===== config.mk =====
export PLATFORM = sky130hd
export DESIGN_NAME = sleep_port_clock_gating
export DESIGN_NICKNAME = d
export VERILOG_FILES = /design/src/rtl/sleep_port_clock_gating.v
export VERILOG_INCLUDE_DIRS = /design/src /design/src/inc
export SDC_FILE = /design/constraint.sdc
export NUM_CORES = 1
export LEC_CHECK = 0
export BUFFER_PORTS_ARGS = -buffer_cell sky130_fd_sc_hd__buf_2
export CAP_MARGIN = 20
export CORE_ASPECT_RATIO = 1.2
export CORE_MARGIN = 1
export CORE_UTILIZATION = 41
export DETAILED_ROUTE_END_ITERATION = 8
export PLACE_DENSITY = 0.8
export REMOVE_ABC_BUFFERS = 1
export SLEW_MARGIN = 25
export SYNTH_ARGS = -nofsm -noshare
export SYNTH_HDL_FRONTEND = slang
export SYNTH_SLANG_ARGS = --single-unit

===== constraint.sdc =====
create_clock -name i_clk -period 2.33 [get_ports i_clk]
set_input_delay 0.466 -clock i_clk [delete_from_list [all_inputs] [get_ports i_clk]]
set_output_delay 0.466 -clock i_clk [all_outputs]
set_load 0.005 [all_outputs]

===== src/inc/sleep_port_clock_gating_defs.vh =====
`ifndef SLEEP_PORT_CLOCK_GATING_DEFS_VH
`define SLEEP_PORT_CLOCK_GATING_DEFS_VH

// ----------------------------------------------------------------------------
// Register byte offsets
// ----------------------------------------------------------------------------
`define SLEEP_PORT_CLOCK_GATE_OFS 12'h118
`define PORT_FAULT_STATUS_OFS     12'h200
`define PORT_FAULT_MASK_OFS       12'h204

// ----------------------------------------------------------------------------
// Field positions and reset values
// ----------------------------------------------------------------------------
`define PORT_A_BIT                0
`define PORT_B_BIT                1
`define PORT_C_BIT                2
`define PORT_D_BIT                3
`define PORT_E_BIT                4
`define NUM_PORTS                 5
`define SLEEP_PORT_CLOCK_GATE_RST 5'h00
`define PORT_FAULT_STATUS_RST     5'h00
`define PORT_FAULT_MASK_RST       5'h00

// ----------------------------------------------------------------------------
// Avalon-MM response codes
// ----------------------------------------------------------------------------
`define AVS_RESP_OKAY             2'h0
`define AVS_RESP_DECODEERROR      2'h3

`endif


===== src/rtl/sleep_port_clock_gating.v =====
// Added by the designer: the Avalon-MM register port.
`include "sleep_port_clock_gating_defs.vh"

module sleep_port_clock_gating (
  input  wire        i_clk,
  input  wire        i_rst,
  // Avalon-MM register slave.
  input  wire [11:0] i_avs_address,
  input  wire        i_avs_read,
  input  wire        i_avs_write,
  input  wire [31:0] i_avs_writedata,
  input  wire [3:0]  i_avs_byteenable,
  output wire        o_avs_waitrequest,
  output wire [31:0] o_avs_readdata,
  output wire [1:0]  o_avs_response,
  // Power-mode state and companion gating registers, same clock domain.
  input  wire        i_sleep,
  input  wire        i_deep_sleep,
  input  wire        i_auto_clock_gating_enable,
  input  wire [4:0]  i_run_port_clock_gate,
  input  wire [4:0]  i_deep_sleep_port_clock_gate,
  // Per-port access strobes from the peripheral bus decoder.
  input  wire [4:0]  i_port_access,
  // Clock enables towards the port clock gates.
  output wire [4:0]  o_port_clock_enable,
  // One-cycle fault pulse per port and the bus fault to the processor.
  output wire [4:0]  o_port_access_fault,
  output wire        o_bus_fault,
  output wire        o_irq
);

  // --------------------------------------------------------------------------
  // Register state
  // --------------------------------------------------------------------------
  reg         ack_q;
  reg  [31:0] rdata_q;
  reg  [31:0] rdata_d;
  reg  [1:0]  resp_q;
  reg  [1:0]  resp_d;
  reg         bus_fault_q;

  wire        req;
  wire        hit_gate;
  wire        hit_status;
  wire        hit_mask;
  wire        wr_lo;
  wire        wr_gate;
  wire        wr_mask;
  wire        rd_status;
  wire [4:0]  sleep_gate_q;
  wire [4:0]  fault_status_q;
  wire [4:0]  fault_mask_q;
  wire [4:0]  clk_en_q;
  wire [4:0]  fault_q;
  wire [4:0]  fault_d;

  // Reset images of the gating and interrupt registers, one bit per port.
  localparam [4:0] GATE_RST   = `SLEEP_PORT_CLOCK_GATE_RST;
  localparam [4:0] STATUS_RST = `PORT_FAULT_STATUS_RST;
  localparam [4:0] MASK_RST   = `PORT_FAULT_MASK_RST;

  // --------------------------------------------------------------------------
  // Bus slave
  // --------------------------------------------------------------------------
  // Every access takes one wait cycle so that read data come from flip-flops.
  assign req               = i_avs_read | i_avs_write;
  assign o_avs_waitrequest = req & ~ack_q;
  assign o_avs_readdata    = rdata_q;
  assign o_avs_response    = resp_q;

  assign hit_gate   = (i_avs_address == `SLEEP_PORT_CLOCK_GATE_OFS);
  assign hit_status = (i_avs_address == `PORT_FAULT_STATUS_OFS);
  assign hit_mask   = (i_avs_address == `PORT_FAULT_MASK_OFS);
  assign wr_lo      = ack_q & i_avs_write & i_avs_byteenable[0];
  assign rd_status  = ack_q & i_avs_read & hit_status;

  always @* begin
    rdata_d = 32'h00000000;
    resp_d  = `AVS_RESP_OKAY;
    if (hit_gate) begin
      rdata_d[4:0] = sleep_gate_q;
    end else if (hit_status) begin
      rdata_d[4:0] = fault_status_q;
    end else if (hit_mask) begin
      rdata_d[4:0] = fault_mask_q;
    end else begin
      resp_d = `AVS_RESP_DECODEERROR;
    end
  end

  // The acknowledge toggles, so a request still held after its accepting
  // edge is taken as a fresh access rather than answered twice at once.
  always @(posedge i_clk) begin
    if (i_rst) begin
      ack_q <= 1'b0;
    end else begin
      ack_q <= req & ~ack_q;
    end
  end

  // Read data stand only in the accepting cycle and are zero otherwise.
  always @(posedge i_clk) begin
    if (i_rst) begin
      rdata_q <= 32'h00000000;
    end else if (req & ~ack_q & i_avs_read) begin
      rdata_q <= rdata_d;
    end else begin
      rdata_q <= 32'h00000000;
    end
  end

  always @(posedge i_clk) begin
    if (i_rst) begin
      resp_q <= `AVS_RESP_OKAY;
    end else if (req & ~ack_q) begin
      resp_q <= resp_d;
    end else begin
      resp_q <= `AVS_RESP_OKAY;
    end
  end

  // --------------------------------------------------------------------------
  // Register write strobes
  // --------------------------------------------------------------------------
  // Writes act only on the accepting edge, so a master that holds its request
  // through the wait cycle sees each access take effect exactly once.
  assign wr_gate = wr_lo & hit_gate;
  assign wr_mask = wr_lo & hit_mask;

  // --------------------------------------------------------------------------
  // Per-port gating, fault and interrupt state
  // --------------------------------------------------------------------------
  genvar g;
  generate
    for (g = 0; g < `NUM_PORTS; g = g + 1) begin : g_port
      // Field position of this port's enable in the register word.
      localparam integer POS = (g == 0) ? `PORT_A_BIT :
                               (g == 1) ? `PORT_B_BIT :
                               (g == 2) ? `PORT_C_BIT :
                               (g == 3) ? `PORT_D_BIT :
                                          `PORT_E_BIT;

      reg  gate_q;
      reg  mask_q;
      reg  status_q;
      reg  status_d;
      reg  en_q;
      reg  en_d;
      reg  fault_bit_q;
      wire dark_hit;

      // ----------------------------------------------------------------------
      // Sleep gating enable
      // ----------------------------------------------------------------------
      always @(posedge i_clk) begin
        if (i_rst) begin
          gate_q <= GATE_RST[POS];
        end else if (wr_gate) begin
          gate_q <= i_avs_writedata[POS];
        end
      end

      assign sleep_gate_q[POS] = gate_q;

      // ----------------------------------------------------------------------
      // Fault mask
      // ----------------------------------------------------------------------
      always @(posedge i_clk) begin
        if (i_rst) begin
          mask_q <= MASK_RST[POS];
        end else if (wr_mask) begin
          mask_q <= i_avs_writedata[POS];
        end
      end

      assign fault_mask_q[POS] = mask_q;

      // ----------------------------------------------------------------------
      // Sticky fault status
      // ----------------------------------------------------------------------
      // The clear drops only what the read returned, and a new fault wins over
      // it; a fault that lands inside the wait cycle is therefore never lost.
      always @* begin
        status_d = status_q | dark_hit;
        if (rd_status) begin
          status_d = (status_q & ~rdata_q[POS]) | dark_hit;
        end
      end

      always @(posedge i_clk) begin
        if (i_rst) begin
          status_q <= STATUS_RST[POS];
        end else begin
          status_q <= status_d;
        end
      end

      assign fault_status_q[POS] = status_q;

      // ----------------------------------------------------------------------
      // Clock enable selection
      // ----------------------------------------------------------------------
      // Without automatic gating the run register stays in force in every mode.
      always @* begin
        en_d = i_run_port_clock_gate[POS];
        if (i_auto_clock_gating_enable) begin
          if (i_deep_sleep) begin
            en_d = i_deep_sleep_port_clock_gate[POS];
          end else if (i_sleep) begin
            en_d = gate_q;
          end
        end
      end

      always @(posedge i_clk) begin
        if (i_rst) begin
          en_q <= 1'b0;
        end else begin
          en_q <= en_d;
        end
      end

      assign clk_en_q[POS] = en_q;

      // ----------------------------------------------------------------------
      // Access to an unclocked port
      // ----------------------------------------------------------------------
      // The check uses the enable the port really has in this cycle, so a
      // change of power mode cannot hide an access that raced it.
      assign dark_hit = i_port_access[POS] & ~en_q;

      always @(posedge i_clk) begin
        if (i_rst) begin
          fault_bit_q <= 1'b0;
        end else begin
          fault_bit_q <= dark_hit;
        end
      end

      assign fault_q[POS] = fault_bit_q;
      assign fault_d[POS] = dark_hit;
    end
  endgenerate

  // --------------------------------------------------------------------------
  // Bus fault and interrupt
  // --------------------------------------------------------------------------
  always @(posedge i_clk) begin
    if (i_rst) begin
      bus_fault_q <= 1'b0;
    end else begin
      bus_fault_q <= |fault_d;
    end
  end

  assign o_irq = |(fault_status_q & fault_mask_q);

  // --------------------------------------------------------------------------
  // Outputs
  // --------------------------------------------------------------------------
  assign o_port_clock_enable = clk_en_q;
  assign o_port_access_fault = fault_q;
  assign o_bus_fault         = bus_fault_q;

endmodule

==> flow_summary.ini <==
[clocking]
htree_levels = 2
cts_hold_fix_bufs = 0
clock_insertion_delay_worst_skew_ps = 290
clock_tree_from_tritoncts = done
cts.repair.resized = 0
cell_at_the_root_of_the_clock_tree = sky130_fd_sc_hd__clkbuf_8
clkSlewWorstSetupHoldPaths_ps = 60
clock_sink_count = 33
cts_setup_buffers = 0
tritoncts.num_buffers = 5
cts_buffer_depth = 2

[placement]
preCtsSetupSlack_ps = 179
gp_routability_congestion = 0.774
hpwlAfterDp_um = 2590
port_bufs = 59

[logic_synthesis]
synth_top_area_share_pct = 39.0
post_synth_instance_area_sq_um = 1700
yosys_warnings = 0
flip_flop_and_latch_count_after_synthesis = 33
yosys-top-cells-count = sky130_fd_sc_hd__buf_4, sky130_fd_sc_hd__dfxtp_1, sky130_fd_sc_hd__nor2_1
synth-main-ff-cell = sky130_fd_sc_hd__dfxtp_1
syn-mean-instance-area_sq_um = 9.42
synth.yosys.seq_area_share_pct = 39.0
synth_enable_flop_cells = 0
syn_inst = 180
synth.area.top_cells = sky130_fd_sc_hd__dfxtp_1, sky130_fd_sc_hd__buf_4, sky130_fd_sc_hd__mux2i_1, sky130_fd_sc_hd__nor2_1, sky130_fd_sc_hd__mux2_2
synthArstFlopShare_pct = 0
synth_largest_area_cell = sky130_fd_sc_hd__dfxtp_1
yosysUniqueCellTypes = 31
synthMostInstantiatedCell = sky130_fd_sc_hd__buf_4

[critical_path]
critPathMostFrequentCell = sky130_fd_sc_hd__or4_4
critical-path-slowest-cell = sky130_fd_sc_hd__or4_4
worst-endpoint-arrival_ps = 2000
critical_path.reg2reg.endpoint = g_port[2].gate_q
timing.critical_path.cells = buf_2 -> or4_4 -> or4_4 -> mux2i_1 -> nor2_1
timing_worst_setup_path_type = in2reg
worstSetupStartpointType = primary input
slowest_delay_ps = 630
critPathCaptureType = register
path_buf_inv = 1
crit_fanout = 5
cp.required_ps = 2490
reg2reg_from = ack_q
worst_r2r_path_depth = 4
worst_path_dominant_cell_family = simple AND/OR/NAND/NOR gates
reg2reg_slack_ps = 930

[drt]
drc_violation_count_after_routing = 0
first_pass_iters = 4
vias_per_cell = 4.65
vias = 1316
wire_per_inst_um = 11.9
final_antenna_net_count = 0
totalWireLength_um = 3360
drt-initial-drc-count = 57

[sta]
max_freq_ghz = 0.544
final.setup_skew_ps = 1.78
unrepaired_setup_endpoints_after_global_routing = false
post-route-period-util_pct = 78.9
post-route-worst-setup-slack_ps = 491
finalSetupViolations = 0
timing_worst_slew_pin_value_ps = 492
timing.final.crit_period_ps = 1840
finalMaxSlewViolations = 0
finalHoldViolCount = 0
setup_tns_final_ps = 0
timing.max_slew.rel_slack_pct = 66.9

[pwr]
power-per-cell-area_nw_per_um2 = 657
leakage_uw = 0.000942
total_power_uw = 1290
vdd.ir_drop.worst_uv = 291

[global_routing]
pin_count_of_the_biggest_net_entering_global_routing = 29
grt.total_usage_pct = 16.6
global_route_total_overflow = 0
antenna_found_initial = 0
grt_first_pass_wirelength_um = 5290
via_count_of_the_first_global_routing_pass = 1196

[hold_path]
min_delay_worst_endpoint = g_port[4].en_q
min-delay-start = i_auto_clock_gating_enable
hold_path_class = in2reg
hold-path-cell-count = 2

[final_layout]
finish.utilization_pct = 49.7
proportion_of_layout_cells_with_a_drive_suffix_above_1_pct = 34.9
antenna_cells = 0
num-nets-final = 298
area_delta_synth_final_pct = 15.6

[die]
core.rowCount = 25
fp.coreArea_sq_um = 3940
die_area_sq_um = 4400
fp.dieW_um = 60.7
floorplan.die.height_um = 72.4
io_pins = 117
initial_utilization_pct = 43.0

[run_status]
run_status = complete, no violations

[run]
max_cap_violations = 0
-- worst reg2reg max path, stage by stage, from the launching register on --
cell and delay [ps]:
sky130_fd_sc_hd__dfxtp_1 410, sky130_fd_sc_hd__nand4_1 170, sky130_fd_sc_hd__nor4_4 400, sky130_fd_sc_hd__mux2i_1 240, sky130_fd_sc_hd__nor2_1 60
-- routing by layer --
layer	wire length (um)	GRT usage, %	vias up	share of wire, %
li1	-	-	658	-
met2	1750	28.6	55	52
met5	0	0	-	0
met4	95	9.34	0	2.8
met1	1300	17.4	595	39
met3	212	5.53	8	6.3
-- through the flow --
| stage | cell area, sq um | hold WS (ps) | instances |
|---|---|---|---|
| CTS | 1960 | 398 | 283 |
| global route | 1960 | 396 | 283 |
| detailed placement | 1840 | 434 | 275 |
| floorplan | 1460 | 444 | 159 |
| finish | 1960 | 412 | 283 |
| global placement | 1840 | 430 | 275 |
-- cell families after synthesis --
group	count (synthesis)	share of synthesized area, %
AO/OA/AOI/OAI	19	8.78
buffers and inverters	48	19.9
flip-flops	33	39.0
multiplexers	20	12.2
other	1	0.221
AND/OR/NAND/NOR	59	19.9
-- how the worst max path moves through the flow --
stage,cells after the start,end,from
floorplan,4,g_port[0].mask_q,i_avs_address[11]
global placement,5,g_port[2].mask_q,i_avs_address[11]
detailed placement,5,g_port[1].mask_q,i_avs_address[11]
CTS,5,g_port[2].gate_q,i_avs_address[2]
global route,5,g_port[1].gate_q,i_avs_address[2]
finish,5,g_port[1].mask_q,i_avs_address[11]
-- sequential cells by signal (all words and copies together) (netlist names) --
name                cells
g_port.fault_bit_q      5
g_port.gate_q           5
g_port.mask_q           5
g_port.en_q             5
o_avs_readdata          5
g_port.status_q         5
o_bus_fault             1
o_avs_response          1
ack_q                   1
-- area by class of cell --
type / count / area (sq um)
fillers: 391 / 1980
multi-input cells: 125 / 795
flip-flops and latches: 33 / 661
repair buffers: 62 / 318
clock buffers: 7 / 86.3
well taps: 54 / 67.6
clock inverters: 1 / 30.0
inverters: 1 / 3.75
-- power by group --
| group | internal [uW] | total [uW] | switching (uW) |
|---|---|---|---|
| Sequential | 587 | 601 | 14.1 |
| Combinational | 64.7 | 135 | 70.7 |
| Clock | 348 | 551 | 202 |
| Total | 1000 | 1290 | 287 |
-- cell usage in the layout (no fill, tap or decap), drive strengths merged --
cell,netlist,routed
inv,1,1
o21a,1,1
dfxtp,33,33
nand2b,6,6
nor4,4,4
buf,42,62
a311oi,5,5
a211oi,5,5
a22oi,6,6
or3b,1,1
clkbuf,5,7
a222oi,1,1
a21oi,1,1
bufinv,0,1
or4b,1,1
or3,1,1
or4,2,2
nor2,31,31
mux2i,15,15
nor3b,1,1
nand3b,1,1
nand4,2,2
nor2b,5,5
nand2,1,1
conb,1,27
or4bb,1,1
mux2,5,5
nor3,2,2
Power figures use the tool's default switching activity.
